**config.mk**
```make
export PLATFORM = sky130hd
export DESIGN_NAME = gslm_top
export DESIGN_NICKNAME = d
export VERILOG_FILES = /design/src/inc/gslm_pkg.sv /design/src/inc/gslm_fn_if.sv /design/src/rtl/gslm_top.sv /design/src/rtl/gslm_fn_sync.sv
export VERILOG_INCLUDE_DIRS = /design/src /design/src/inc
export SDC_FILE = /design/constraint.sdc
export NUM_CORES = 1
export LEC_CHECK = 0
export ABC_AREA = 1
export BUFFER_PORTS_ARGS = -buffer_cell sky130_fd_sc_hd__buf_2
export CAP_MARGIN = 10
export CORE_ASPECT_RATIO = 0.75
export CORE_MARGIN = 2
export CORE_UTILIZATION = 50
export DETAILED_ROUTE_END_ITERATION = 6
export GPL_TIMING_DRIVEN = 0
export PLACE_DENSITY = 0.69
export SLEW_MARGIN = 25
export SYNTH_ARGS = -nofsm -noshare
export SYNTH_HDL_FRONTEND = slang
export SYNTH_SLANG_ARGS = --single-unit
```
**constraint.sdc**
```tcl
create_clock -name mclk_in -period 18.7 [get_ports mclk_in]
set_input_delay 3.74 -clock mclk_in [delete_from_list [all_inputs] [get_ports mclk_in]]
set_output_delay 3.74 -clock mclk_in [all_outputs]
set_load 0.005 [all_outputs]
```
**src/inc/gslm_cfg.svh**
```systemverilog
// Constants of the load step manager and mains override block
`ifndef GSLM_CFG_SVH
`define GSLM_CFG_SVH

// Clock and time base
`define GSLM_CLK_HZ      20000000
`define GSLM_TICK_MS     1
`define GSLM_MS_CYC      ((`GSLM_CLK_HZ / 1000) * `GSLM_TICK_MS)
`define GSLM_MS_PER_S    10'd1000
`define GSLM_PULSE_MS    16'd250
`define GSLM_ZERO_H_S    20'd120
`define GSLM_HOUR_S      20'd3600

// Load steps and function inputs
`define GSLM_STEPS       3'd5
`define GSLM_FN_N        5
`define GSLM_FN_RS       0
`define GSLM_FN_DAS      1
`define GSLM_FN_SIM      2
`define GSLM_FN_PRI      3
`define GSLM_FN_FORCE    4

// Register byte addresses
`define GSLM_A_CTRL      6'h00
`define GSLM_A_ADD_LVL   6'h04
`define GSLM_A_SUB_LVL   6'h08
`define GSLM_A_ADD_START 6'h0c
`define GSLM_A_ADD_WAIT  6'h10
`define GSLM_A_SUB_START 6'h14
`define GSLM_A_SUB_WAIT  6'h18
`define GSLM_A_FLASH_ON  6'h1c
`define GSLM_A_FLASH_OFF 6'h20
`define GSLM_A_STATUS    6'h24

// Control register fields
`define GSLM_C_RS_EN     0
`define GSLM_C_DAS_EN    1
`define GSLM_C_SIM_EN    2
`define GSLM_C_PRI_EN    3
`define GSLM_C_INV_LSB   4

// Reset values
`define GSLM_R_CTRL      12'h000
`define GSLM_R_LVL_ADD   16'h0000
`define GSLM_R_LVL_SUB   16'hffff
`define GSLM_R_DLY       16'h03e8
`define GSLM_R_FLASH     8'h00

`endif

```
**src/inc/gslm_pkg.sv**
```systemverilog
// Types of the load step manager and mains override block
package gslm_pkg;
  typedef enum logic [1:0] {
    LM_IDLE = 2'b00,
    LM_ADD  = 2'b01,
    LM_SUB  = 2'b10
  } gslm_lm_e;
endpackage : gslm_pkg

```
**src/inc/gslm_fn_if.sv**
```systemverilog
// Qualified function input levels between synchroniser and core
`timescale 1ns/1ns
interface gslm_fn_if;
  logic [4:0] active;
  modport src (output active);
  modport dst (input active);
endinterface : gslm_fn_if

```
**src/rtl/gslm_top.sv**
```systemverilog
// Five step load manager, mains override and flashing relay
// Operation
// - At most five load steps; add from step one, remove highest supplied.
// - Power below add level for whole add start delay adds one step.
// - Add wait delay separates two add pulses; power must still be low.
// - Power above subtract level for whole start delay removes one step.
// - Subtract wait delay separates subtract pulses; if expired only start delay.
// - Each add or subtract output is a single quarter second pulse.
// - Each function input except force to start has programmable contact polarity.
// - Remote start assigned: mains failed while active, present while inactive.
// - With remote start assigned, mains lamps follow the remote start input.
// - Active disable auto start makes mains seem present, blocking starts.
// - Running genset is not stopped at once; normal waiting and cooldown run.
// - Lamps show mains present while disable or simulate active.
// - Remote start overrides disable auto start and force to start.
// - Delayed simulate set and input active off load: mains seems present.
// - Delayed simulate: start only with mains bad and simulate inactive.
// - Simulate rising while on load is held off for flashing on time.
// - Remote start and delayed simulate both enabled: remote start wins.
// - Flashing on and off times in hours; zero means two minutes.
// - Flashing relay toggles each time its current period elapses.
// - Priority assigned: master after each mains failure when signal applied.
//
// The plain strobed port and the register addresses were chosen for this implementation.
`timescale 1ns/1ns
`include "gslm_cfg.svh"
module gslm_top #(
  parameter int unsigned TICK_CYC = `GSLM_MS_CYC
) (
  // Clock and reset
  input  wire logic                  mclk_in,
  input  wire logic                  reset_n_in,
  // Register port
  input  wire logic [5:0]            addr_in,
  input  wire logic [31:0]           wr_data_in,
  input  wire logic                  wr_in,
  input  wire logic                  rd_in,
  output logic      [31:0]           rd_data_out,
  // Measurements and genset state
  input  wire logic [15:0]           power_in,
  input  wire logic                  mains_meas_ok_in,
  input  wire logic                  on_load_in,
  // Function input pins
  input  wire logic [`GSLM_FN_N-1:0] fn_pin_in,
  // Load step pulses
  output logic      [4:0]            add_pulse_out,
  output logic      [4:0]            sub_pulse_out,
  // Mains view and standby
  output logic                       mains_ok_out,
  output logic                       mains_lamp_out,
  output logic                       start_req_out,
  output logic                       master_out,
  output logic                       flash_relay_out
);
  logic rst_meta, rst_n;
  always_ff @(posedge mclk_in or negedge reset_n_in) begin
    if (!reset_n_in) begin
      rst_meta <= 1'b0;
      rst_n    <= 1'b0;
    end else begin
      rst_meta <= 1'b1;
      rst_n    <= rst_meta;
    end
  end

  gslm_fn_if fn_bus ();
  logic [11:0] ctrl;
  logic [`GSLM_FN_N-1:0] invert;
  assign invert = {1'b0, ctrl[`GSLM_C_INV_LSB+7:`GSLM_C_INV_LSB+4] ^
                         ctrl[`GSLM_C_INV_LSB+3:`GSLM_C_INV_LSB]};

  gslm_fn_sync u_sync (
    .mclk_in   (mclk_in),
    .rst_n_in  (rst_n),
    .pin_in    (fn_pin_in),
    .invert_in (invert),
    .fn        (fn_bus)
  );

  // Registers
  logic [15:0] add_lvl, sub_lvl, add_start, add_wait, sub_start, sub_wait;
  logic [7:0]  flash_on_h, flash_off_h;
  logic [11:0] next_ctrl;
  logic [15:0] next_add_lvl, next_sub_lvl, next_add_start, next_add_wait;
  logic [15:0] next_sub_start, next_sub_wait;
  logic [7:0]  next_flash_on_h, next_flash_off_h;
  logic [31:0] next_rd_data;

  // Time base
  logic [14:0] ms_cnt, next_ms_cnt;
  logic [9:0]  sec_cnt, next_sec_cnt;
  logic        ms_tick, sec_tick;
  assign ms_tick  = (ms_cnt == 15'(TICK_CYC - 1));
  assign sec_tick = ms_tick && (sec_cnt == `GSLM_MS_PER_S - 10'd1);

  // Load manager state
  gslm_pkg::gslm_lm_e lm_state, next_lm_state;
  logic [2:0]  steps, next_steps;
  logic [15:0] add_run, sub_run, add_gap, sub_gap, pulse_ms;
  logic [15:0] next_add_run, next_sub_run, next_add_gap, next_sub_gap, next_pulse_ms;
  logic [4:0]  next_add_pulse, next_sub_pulse;
  logic        below, above, fire_add, fire_sub, pulse_end;

  // Mains override state
  logic        sim_d, hold_on, next_sim_d, next_hold_on;
  logic [19:0] hold_s, next_hold_s, fl_s, next_fl_s;
  logic        next_mains_ok, next_start_req, next_master, next_flash;
  logic        rs_en, das_en, sim_en, pri_en, rs, das, sim, pri, force_start, sim_ok;

  assign rs_en  = ctrl[`GSLM_C_RS_EN];
  assign das_en = ctrl[`GSLM_C_DAS_EN];
  assign sim_en = ctrl[`GSLM_C_SIM_EN];
  assign pri_en = ctrl[`GSLM_C_PRI_EN];
  assign rs          = fn_bus.active[`GSLM_FN_RS];
  assign das         = fn_bus.active[`GSLM_FN_DAS];
  assign sim         = fn_bus.active[`GSLM_FN_SIM];
  assign pri         = fn_bus.active[`GSLM_FN_PRI];
  assign force_start = fn_bus.active[`GSLM_FN_FORCE];

  function automatic logic [19:0] hours_to_s(input logic [7:0] h);
    hours_to_s = (h == 8'h00) ? `GSLM_ZERO_H_S : 20'(h) * `GSLM_HOUR_S;
  endfunction : hours_to_s

  // Register port
  always_comb begin
    next_ctrl        = ctrl;
    next_add_lvl     = add_lvl;
    next_sub_lvl     = sub_lvl;
    next_add_start   = add_start;
    next_add_wait    = add_wait;
    next_sub_start   = sub_start;
    next_sub_wait    = sub_wait;
    next_flash_on_h  = flash_on_h;
    next_flash_off_h = flash_off_h;
    if (wr_in) begin
      unique case (addr_in)
        `GSLM_A_CTRL:      next_ctrl        = wr_data_in[11:0];
        `GSLM_A_ADD_LVL:   next_add_lvl     = wr_data_in[15:0];
        `GSLM_A_SUB_LVL:   next_sub_lvl     = wr_data_in[15:0];
        `GSLM_A_ADD_START: next_add_start   = wr_data_in[15:0];
        `GSLM_A_ADD_WAIT:  next_add_wait    = wr_data_in[15:0];
        `GSLM_A_SUB_START: next_sub_start   = wr_data_in[15:0];
        `GSLM_A_SUB_WAIT:  next_sub_wait    = wr_data_in[15:0];
        `GSLM_A_FLASH_ON:  next_flash_on_h  = wr_data_in[7:0];
        `GSLM_A_FLASH_OFF: next_flash_off_h = wr_data_in[7:0];
        default: ;
      endcase
    end
    next_rd_data = 32'h0000_0000;
    if (rd_in) begin
      unique case (addr_in)
        `GSLM_A_CTRL:      next_rd_data = {20'h00000, ctrl};
        `GSLM_A_ADD_LVL:   next_rd_data = {16'h0000, add_lvl};
        `GSLM_A_SUB_LVL:   next_rd_data = {16'h0000, sub_lvl};
        `GSLM_A_ADD_START: next_rd_data = {16'h0000, add_start};
        `GSLM_A_ADD_WAIT:  next_rd_data = {16'h0000, add_wait};
        `GSLM_A_SUB_START: next_rd_data = {16'h0000, sub_start};
        `GSLM_A_SUB_WAIT:  next_rd_data = {16'h0000, sub_wait};
        `GSLM_A_FLASH_ON:  next_rd_data = {24'h000000, flash_on_h};
        `GSLM_A_FLASH_OFF: next_rd_data = {24'h000000, flash_off_h};
        `GSLM_A_STATUS:    next_rd_data = {21'h00000, fn_bus.active, flash_relay_out,
                                           master_out, mains_ok_out, steps};
        default:           next_rd_data = 32'h0000_0000;
      endcase
    end
  end

  // Load step manager
  assign below     = power_in < add_lvl;
  assign above     = power_in > sub_lvl;
  assign pulse_end = ms_tick && (pulse_ms == `GSLM_PULSE_MS - 16'd1);
  assign fire_add  = (lm_state == gslm_pkg::LM_IDLE) && below && (add_run >= add_start) &&
                     (add_gap >= add_wait) && (steps < `GSLM_STEPS);
  assign fire_sub  = (lm_state == gslm_pkg::LM_IDLE) && !fire_add && above &&
                     (sub_run >= sub_start) && (sub_gap >= sub_wait) &&
                     (steps != 3'd0);

  always_comb begin
    next_ms_cnt   = ms_tick ? 15'd0 : ms_cnt + 15'd1;
    next_sec_cnt  = sec_tick ? 10'd0 : (ms_tick ? sec_cnt + 10'd1 : sec_cnt);
    // Start timers restart whenever the power condition drops
    next_add_run  = !below ? 16'd0 : ((ms_tick && add_run != 16'hffff) ? add_run + 16'd1
                                                                       : add_run);
    next_sub_run  = !above ? 16'd0 : ((ms_tick && sub_run != 16'hffff) ? sub_run + 16'd1
                                                                       : sub_run);
    next_add_gap  = (ms_tick && add_gap != 16'hffff) ? add_gap + 16'd1 : add_gap;
    next_sub_gap  = (ms_tick && sub_gap != 16'hffff) ? sub_gap + 16'd1 : sub_gap;
    next_pulse_ms = ms_tick ? pulse_ms + 16'd1 : pulse_ms;
    next_lm_state = lm_state;
    next_steps     = steps;
    next_add_pulse = add_pulse_out;
    next_sub_pulse = sub_pulse_out;
    unique case (lm_state)
      gslm_pkg::LM_IDLE: begin
        next_pulse_ms = 16'd0;
        if (fire_add) begin
          next_lm_state  = gslm_pkg::LM_ADD;
          next_add_pulse = 5'(5'h01 << steps);
          next_steps     = steps + 3'd1;
          next_add_run   = 16'd0;
          next_add_gap   = 16'd0;
        end else if (fire_sub) begin
          next_lm_state  = gslm_pkg::LM_SUB;
          next_sub_pulse = 5'(5'h01 << (steps - 3'd1));
          next_steps     = steps - 3'd1;
          next_sub_run   = 16'd0;
          next_sub_gap   = 16'd0;
        end
      end
      gslm_pkg::LM_ADD, gslm_pkg::LM_SUB: begin
        if (pulse_end) begin
          next_lm_state  = gslm_pkg::LM_IDLE;
          next_add_pulse = 5'h00;
          next_sub_pulse = 5'h00;
        end
      end
      default: begin
        next_lm_state  = gslm_pkg::LM_IDLE;
        next_add_pulse = 5'h00;
        next_sub_pulse = 5'h00;
      end
    endcase
  end

  // Mains override, priority and flashing relay
  assign sim_ok = sim_en && sim && !hold_on;

  always_comb begin
    next_sim_d   = sim;
    next_hold_on = hold_on;
    next_hold_s  = hold_s;
    // Simulation on load is held back for the flashing on time
    if (!sim) begin
      next_hold_on = 1'b0;
    end else if (sim_en && !sim_d && on_load_in) begin
      next_hold_on = 1'b1;
      next_hold_s  = 20'd0;
    end else if (hold_on && sec_tick) begin
      next_hold_s = hold_s + 20'd1;
      if (hold_s + 20'd1 >= hours_to_s(flash_on_h)) begin
        next_hold_on = 1'b0;
      end
    end
    if (rs_en) begin
      next_mains_ok = !rs;
    end else if (das_en && das) begin
      next_mains_ok = 1'b1;
    end else if (sim_ok) begin
      next_mains_ok = 1'b1;
    end else begin
      next_mains_ok = mains_meas_ok_in;
    end
    // Stop is never commanded here; downstream sequencing does waiting and cooldown
    next_start_req = !next_mains_ok || (force_start && !rs_en);
    next_master = master_out;
    if (!pri_en) begin
      next_master = 1'b0;
    end else if (mains_ok_out && !next_mains_ok) begin
      next_master = pri;
    end
    next_fl_s  = fl_s;
    next_flash = flash_relay_out;
    if (sec_tick) begin
      if (fl_s + 20'd1 >= hours_to_s(flash_relay_out ? flash_on_h : flash_off_h)) begin
        next_fl_s  = 20'd0;
        next_flash = !flash_relay_out;
      end else begin
        next_fl_s = fl_s + 20'd1;
      end
    end
  end

  always_ff @(posedge mclk_in or negedge rst_n) begin
    if (!rst_n) begin
      ctrl <= `GSLM_R_CTRL;
      add_lvl <= `GSLM_R_LVL_ADD;
      sub_lvl <= `GSLM_R_LVL_SUB;
      add_start <= `GSLM_R_DLY;
      add_wait <= `GSLM_R_DLY;
      sub_start <= `GSLM_R_DLY;
      sub_wait <= `GSLM_R_DLY;
      flash_on_h <= `GSLM_R_FLASH;
      flash_off_h <= `GSLM_R_FLASH;
      rd_data_out <= 32'h0000_0000;
      ms_cnt <= 15'h0000;
      sec_cnt <= 10'h000;
      lm_state <= gslm_pkg::LM_IDLE;
      steps <= 3'h0;
      add_run <= 16'h0000;
      sub_run <= 16'h0000;
      add_gap <= 16'hffff;
      sub_gap <= 16'hffff;
      pulse_ms <= 16'h0000;
      add_pulse_out <= 5'h00;
      sub_pulse_out <= 5'h00;
      sim_d <= 1'b0;
      hold_on <= 1'b0;
      hold_s <= 20'h00000;
      fl_s <= 20'h00000;
      mains_ok_out <= 1'b1;
      mains_lamp_out <= 1'b1;
      start_req_out <= 1'b0;
      master_out <= 1'b0;
      flash_relay_out <= 1'b0;
    end else begin
      ctrl <= next_ctrl;
      add_lvl <= next_add_lvl;
      sub_lvl <= next_sub_lvl;
      add_start <= next_add_start;
      add_wait <= next_add_wait;
      sub_start <= next_sub_start;
      sub_wait <= next_sub_wait;
      flash_on_h <= next_flash_on_h;
      flash_off_h <= next_flash_off_h;
      rd_data_out <= next_rd_data;
      ms_cnt <= next_ms_cnt;
      sec_cnt <= next_sec_cnt;
      lm_state <= next_lm_state;
      steps <= next_steps;
      add_run <= next_add_run;
      sub_run <= next_sub_run;
      add_gap <= next_add_gap;
      sub_gap <= next_sub_gap;
      pulse_ms <= next_pulse_ms;
      add_pulse_out <= next_add_pulse;
      sub_pulse_out <= next_sub_pulse;
      sim_d <= next_sim_d;
      hold_on <= next_hold_on;
      hold_s <= next_hold_s;
      fl_s <= next_fl_s;
      mains_ok_out <= next_mains_ok;
      mains_lamp_out <= next_mains_ok;
      start_req_out <= next_start_req;
      master_out <= next_master;
      flash_relay_out <= next_flash;
    end
  end
endmodule : gslm_top

```
**src/rtl/gslm_fn_sync.sv**
```systemverilog
// Function input synchroniser with per-input contact polarity
`timescale 1ns/1ns
`include "gslm_cfg.svh"
module gslm_fn_sync (
  // Clock and reset
  input  wire logic                   mclk_in,
  input  wire logic                   rst_n_in,
  // Raw pins and polarity
  input  wire logic [`GSLM_FN_N-1:0]  pin_in,
  input  wire logic [`GSLM_FN_N-1:0]  invert_in,
  // Qualified levels
  gslm_fn_if.src                      fn
);
  logic [`GSLM_FN_N-1:0] meta;
  logic [`GSLM_FN_N-1:0] held;
  logic [`GSLM_FN_N-1:0] next_meta;
  logic [`GSLM_FN_N-1:0] next_held;

  always_comb begin
    next_meta = pin_in;
    next_held = meta;
  end

  always_ff @(posedge mclk_in or negedge rst_n_in) begin
    if (!rst_n_in) begin
      meta <= '0;
      held <= '0;
    end else begin
      meta <= next_meta;
      held <= next_held;
    end
  end

  // NO/NC and supply side fold into one inversion per input
  for (genvar i = 0; i < `GSLM_FN_N; i++) begin : g_pol
    assign fn.active[i] = held[i] ^ invert_in[i];
  end
endmodule : gslm_fn_sync

```
* Yosys cells after proc, flatten, opt, wreduce, memory -nomap -nowiden *
Cells that the tools add are included.

word-level totals
  register bits after elaboration = 334
  latch bits = 0
  bits in writable memories = 0
  memory bits (read-only) = 0
  bits of input ports = 65
  output and inout bits = 47
  logic and storage cells = 195
  memories kept = 0

operators by class
  add/sub/neg operators = 11
  multipliers = 2
  div/mod/pow operators = 0
  $lt $le $gt $ge = 9
  equal/unequal tests = 26
  shift operators = 2
  mux-type cells = 50
  bitwise operators = 5
  reduce and logical (&&, ||, !) cells = 57

operators with widths
  operator                 number
  $mux W16                 19
  $pmux W16 S10            1
  $mux W20                 5
  $add A16 B1 Y16 const B  5
  $ge A16 B16 Y1           4
  $ne A16 B16 Y1 const B   4
  $add A20 B1 Y20 const B  2
  $ge A20 B20 Y1           2
  $mul A8 B8 Y16 const B   2
  $reduce_and A2 Y1        15
  $eq A6 B5 Y1 const B     4
  $logic_and A1 B1 Y1      23
  $mux W10                 2
  $mux W5                  4
  $pmux W5 S2              2
  $eq A16 B8 Y1 const B    1
  $gt A16 B16 Y1           1
  $logic_not A8 Y1         2
  $lt A16 B16 Y1           1
  $add A15 B1 Y15 const B  1
  $eq A15 B15 Y1 const B   1
  $mux W15                 1
  $eq A6 B4 Y1 const B     2
  $eq A6 B6 Y1 const B     2
  28 further kinds         56

* Depth between registers and ports, before layout *
  depth in word-level cells = 14
  depth in mapped cells = 34
  depth with buffers taken out = 33

* By module *
From an unflattened synthesis, not the netlist that was laid out.

unflattened totals
  cell total of the unflattened synthesis = 2,630
  area, all modules = 20,931.3 um^2

by module, submodules not included
  module        times used  cells an instance  area each (um^2)  sequential area each (um^2)
  gslm_top      1           2,595              20,587.2          7,798.7
  gslm_fn_sync  1           35                 344.1             250.2

* Worst setup path after synthesis *
OpenSTA, ideal clock, no wires.

  kind = input-to-reg
  from = in power_in[5]
  to = reg sub_gap[0]
  setup time = 60 ps
  arrival time = 5,378 ps
  required time = 18,640 ps
  slack = 13,262 ps
  cell stages on the path = 11
  path buffers = 1
  cell sequence = ha_1 -> a21oi_1 -> nor2_1 -> nor3_1 -> nand2_1 -> a21oi_1 -> nand4_1 -> nand4_1 -> clkbuf_1 -> o21ai_0 -> inv_1

on the way
  cells in the longest elaborated chain, start to end = 14
  elaborated cells on any way between the ends = 15
  those cells by class = 2 x order compare; 3 x mux; 10 x reduce/logical

RTL lines
  what                              RTL line         RTL
  from (decl)                       gslm_top.sv:40   input wire logic [15:0] power_in,
  $lt A16 B16 Y1                    gslm_top.sv:169  assign below = power_in < add_lvl;
  $logic_and A1 B1 Y1 (4 in a row)  gslm_top.sv:172  assign fire_add = (lm_state == gslm_pkg::LM_IDLE) && below && (add_run >= add_start) &&
  $logic_not A1 Y1                  gslm_top.sv:174  assign fire_sub = (lm_state == gslm_pkg::LM_IDLE) && !fire_add && above &&
  $logic_and A1 B1 Y1 (3 in a row)  gslm_top.sv:174
  $logic_and A1 B1 Y1 (2 in a row)  gslm_top.sv:175  (sub_run >= sub_start) && (sub_gap >= sub_wait) &&
  $mux W16                          gslm_top.sv:202  end else if (fire_sub) begin
  $mux W16 (*)                      gslm_top.sv:196  if (fire_add) begin
  $mux W16 (*)                      gslm_top.sv:193  unique case (lm_state)
  via next_sub_gap[0]               gslm_top.sv:100  logic [15:0] next_add_run, next_sub_run, next_add_gap, next_sub_gap, next_pulse_ms;
  to (signal assigned)              gslm_top.sv:323  sub_gap <= next_sub_gap;
  to (decl)                         gslm_top.sv:99   logic [15:0] add_run, sub_run, add_gap, sub_gap, pulse_ms;

Mark *: on every way through the listed nets, which the timed path passes. The rest lies on a longest branch.
A chain may end at the register's enable or synchronous reset.

* Final worst setup path *
Ends and elaborated chain as after synthesis.

==> results by stage <==
GRT:
- The aggregate global routing overflow is 0.
- The initial antenna violation count was 1.
- The via count of the first global-routing pass was between 15000 and 20000.
- The first global-routing pass estimated between 90000 and 100000 um of wire.
- Across every metal layer, demand over resource in global routing totals 0.277.
- Entering global routing, the biggest net connects 50 pins.

Drt:
- For this block, the via count after detailed routing is roughly 18000.
- The met2 wirelength from detailed routing is around 25000 um.
- The detailed-routing wirelength on met1 is 28400 um.
- The detail route stage leaves a number of antenna-violating nets equal to 0.
- The top layer used by detailed routing is met4.
- The total met3 wirelength after detailed routing is about 4500 um.
- In this run, the number of DRC markers left after iteration 0 of detailed routing was just over 2000.
- Using the TritonRoute via totals, the vias-per-cell ratio works out to around 5.5.
- The post-detailed-route DRC marker count is 0.
- The total iterations of the first detailed-routing run is 6.
- After detailed routing, the average wire length per cell comes to between 15 and 20 um.
- After detailed routing, the total wire length is 58900 um.

Logic synthesis:
- Sorting the synthesized cells by area gives the leading types as sky130_fd_sc_hd__dfrtp_1 (29%), sky130_fd_sc_hd__ha_1 (14%), sky130_fd_sc_hd__nand2_1 (10%).
- The count of cell types in the netlist is a little under 60.
- The synthesized instance count is ~2600.
- The portion of synthesized cell area occupied by the leading cell type is 0.294.
- The register area share after synthesis is 0.386.
- The number of synthesized flops with an enable pin is 0.
- The cell area after synthesis is 0.0209 mm2.
- Of all flip-flops after synthesis, the portion carrying an async set or reset was 1.00.
- The Yosys step of the flow raised 0 warnings.
- In the synthesized netlist the dominant register cell turns out to be sky130_fd_sc_hd__dfrtp_1.
- The post-synthesis sequential element count is around 320.
- The post-synthesis cell type with the largest combined area is sky130_fd_sc_hd__dfrtp_1.
- A synthesized cell averages between 7 and 8 um2.

STA:
- The number of hold violations in the final report is 0.
- In the final timing run, aggregate negative setup slack is 0 ps.
- The clock period minus final worst setup slack is 6470 ps.
- The ratio of final minimum period to clock period is 0.346.
- The highest clock frequency the design can meet is between 150 and 200 MHz.
- Headroom to the max-slew limit came out at 0.223.
- Setup violations remaining at the end of the flow were counted as 0.
- For the pin with the worst max-slew slack, the measured transition is between 1000 and 1500 ps.
- Setup repair after global routing left no endpoint under its margin.
- The post-route clock skew is approximately 35 ps.
- The max-slew violation count was 0.
- In the post-route analysis, the smallest setup slack over all paths is approximately 12000 ps.

CTS:
- The clock edge transition at the registers on the reported setup and hold paths is ~70 ps.
- In this run, post-CTS hold repair placed 0 buffers.
- The clock insertion delay at the later pin of the skew report is 550 ps.
- The total of cells resized after clock tree synthesis is 0.
- The clock tree root buffer cell is sky130_fd_sc_hd__clkbuf_16.
- TritonCTS created 37 clock buffers.
- The CTS sink count is between 300 and 400.
- The number of H-tree levels is 2.
- TritonCTS built the clock tree.
- The number of setup buffers added after CTS is 0.
- The number of buffers between clock root and the deepest sink is 3.

Setup path:
- STA classifies the critical path endpoint as a flop.
- The kind of start point of the critical path is a primary input.
- The category of the critical setup timing path is in -> reg.
- The arrival time at the worst endpoint is approximately 7000 ps.
- STA puts the critical path data required time at between 15000 and 20000 ps.
- Along the worst path, the maximum fanout reaches 10.

Power and ir drop:
- VDD sags by at most approximately 0.14 mV.
- The total internal power is ~1.6 mW.
- The power share of the combinational group is 0.343.
- The power per cell area is ~110 mW/mm2.
- The fraction of power spent switching nets is 0.363.
- The share of total power dissipated in the clock network is 0.317.
- For this design the total switching power over the nets is 0.921 mW.
- The leakage power of the design is 11.8 nW.
- Of the total power, registers draw 0.340.

Placed design:
- The routability congestion estimate is ~0.96.
- Detailed placement finished with a half-perimeter wire length of 45800 um.
- OpenSTA, run right after detailed placement, puts the worst setup slack at about 12000 ps.
- The count of input and output buffers is just under 80.

Floorplan:
- The die width is 240 um.
- The floorplan step set the die height to about 180 um.
- The starting density of the core is 0.509.
- The die covers around 0.043 mm2.
- The area inside the core boundary is ~0.04 mm2.
- The number of ports placed on the die boundary is between 100 and 150.
- The initialized floorplan defines 64 standard-cell rows.

Layout:
- The layout has 3748 filler cells.
- The number of nets in the layout is roughly 3100.
- In the final layout, flip-flops and latches occupy approximately 0.0081 mm2.
- In the final layout, the multi-input gates occupy around 0.011 mm2.
- The layout overhead on the synthesized area is 12.8%.
- The share of final-layout standard cells stronger than drive strength 1 is 0.0981.

Worst hold path:
- In this run the worst hold path is classified as reg -> async.

Status:
- The flow ran to the end, and the final reports show no timing, DRC or antenna violations.

Job:
- The number of violations of the max-capacitance limit is 0.
## power groups by stage
stage | Combinational [mW] | Clock [mW] | Sequential [mW]
after floorplan | 0.638 | 0 | 0.854
after global placement | 0.811 | 0 | 0.881
after detailed placement | 0.860 | 0 | 0.870
after CTS | 0.868 | 0.817 | 0.859
after global routing | 1.01 | 0.850 | 0.872
final | 0.870 | 0.805 | 0.862
## cell type report
cell class | instances | area share
Antenna cell | 2 | 0.000213
Buffer | 66 | 0.0133
Clock buffer | 49 | 0.0447
Clock inverter | 18 | 0.0128
Inverter | 422 | 0.0674
Multi-Input combinational cell | 1836 | 0.466
Sequential cell | 318 | 0.342
Tap cell | 561 | 0.0298
Timing Repair Buffer | 85 | 0.0235
## metrics by stage
step	util	hold slack, ps	instance area [um2]	std cells	total power, mW
global placement	0.537	334	22000	3281	1.69
detailed placement	0.541	280	22200	3288	1.73
floorplan	-	331	20900	2642	1.49
CTS	0.574	290	23500	3355	2.55
finish	0.574	274	23500	3357	2.54
global route	0.574	320	23500	3355	2.74
## path summary, 6_finish.rpt
check / from / end / slack (ps) / cells past startpoint
worst max-delay path: power_in[5] / sub_gap[0] / 12230 / 12
worst min-delay path: rst_n / hold_s[17] / 270 / 0
worst max register to register: flash_relay_out / flash_relay_out / 12250 / 33
worst min register to register: rst_n / hold_s[17] / 270 / 0
max in group asynchronous: reset_n_in / rst_n / 15620 / 1
min in group mclk_in: u_sync.meta[3] / u_sync.held[3] / 350 / 0
## cells by family after synthesis
kind of cell,share of synthesized area
compound gates,0.124
xor+xnor,0.0353
other cells,0.000360
simple gates,0.209
flops,0.386
fa+ha+maj,0.154
buf+inv,0.0910
## critical path: stages
cell and delay [ps]:
sky130_fd_sc_hd__buf_2 110, sky130_fd_sc_hd__ha_1 290, sky130_fd_sc_hd__a21oi_1 150, sky130_fd_sc_hd__nor2_1 50, sky130_fd_sc_hd__nor3_1 140, sky130_fd_sc_hd__nand2_1 100
sky130_fd_sc_hd__a21oi_1 600, sky130_fd_sc_hd__nand4_1 300, sky130_fd_sc_hd__nand4_1 480, sky130_fd_sc_hd__clkbuf_1 650, sky130_fd_sc_hd__o21ai_0 220, sky130_fd_sc_hd__inv_1 110
## cells in the final DEF, fill, tap and decap left out, drive strengths merged, types with 3 or more instances in the layout
cell | netlist | final
o22ai | 54 | 54
xnor2 | 25 | 25
conb | 2 | 17
nand3 | 109 | 109
o211ai | 4 | 4
a221oi | 9 | 9
o21ai | 221 | 221
o2111ai | 6 | 6
nand4 | 45 | 45
a21o | 3 | 3
inv | 415 | 417
dfrtp | 245 | 245
nor2 | 194 | 194
nand3b | 3 | 3
nor3 | 60 | 60
dfstp | 73 | 73
bufinv | 0 | 7
nor4 | 16 | 16
o41ai | 3 | 3
o21bai | 3 | 3
fa | 16 | 16
nand2 | 584 | 584
or2 | 8 | 8
a22oi | 9 | 9
nor3b | 6 | 6
a21oi | 114 | 114
ha | 232 | 232
clkinv | 7 | 14
a211oi | 9 | 9
o21a | 6 | 6
o31ai | 7 | 7
xor2 | 59 | 59
buf | 20 | 105
clkbuf | 46 | 95
## layer usage
layer | track usage | up-vias
li1 | - | 8896
met1 | 0.432 | 8687
met2 | 0.405 | 684
met3 | 0.0416 | 72
met4 | 0.0631 | 0
met5 | 0 | -
## sequential cells by signal (all words and copies together) (netlist names), 16 cells and up
name,flops
add_wait,16
sub_lvl,16
hold_s,20
pulse_ms,16
sub_wait,16
add_lvl,16
sub_gap,16
rd_data_out,16
fl_s,20
sub_start,16
add_run,16
add_start,16
sub_run,16
add_gap,16
## Yosys cell counts (7+ instances only)
library cell               count
sky130_fd_sc_hd__a221oi_1      9
sky130_fd_sc_hd__clkbuf_1     46
sky130_fd_sc_hd__nand3_1     108
sky130_fd_sc_hd__ha_1        232
sky130_fd_sc_hd__nor3_1       57
sky130_fd_sc_hd__inv_1       412
sky130_fd_sc_hd__nand4_1      43
sky130_fd_sc_hd__dfstp_2      73
sky130_fd_sc_hd__xor2_1       59
sky130_fd_sc_hd__xnor2_1      25
sky130_fd_sc_hd__a21oi_1     113
sky130_fd_sc_hd__o31ai_1       7
sky130_fd_sc_hd__o21ai_0     211
sky130_fd_sc_hd__o21ai_1       9
sky130_fd_sc_hd__a211oi_1      9
sky130_fd_sc_hd__or2_2         8
sky130_fd_sc_hd__nor4_1       16
sky130_fd_sc_hd__nor2_1      187
sky130_fd_sc_hd__buf_4        17
sky130_fd_sc_hd__fa_1         16
sky130_fd_sc_hd__dfrtp_1     245
sky130_fd_sc_hd__a22oi_1       9
sky130_fd_sc_hd__o22ai_1      54
sky130_fd_sc_hd__nand2_1     578
(Power assumes the default switching activity.)
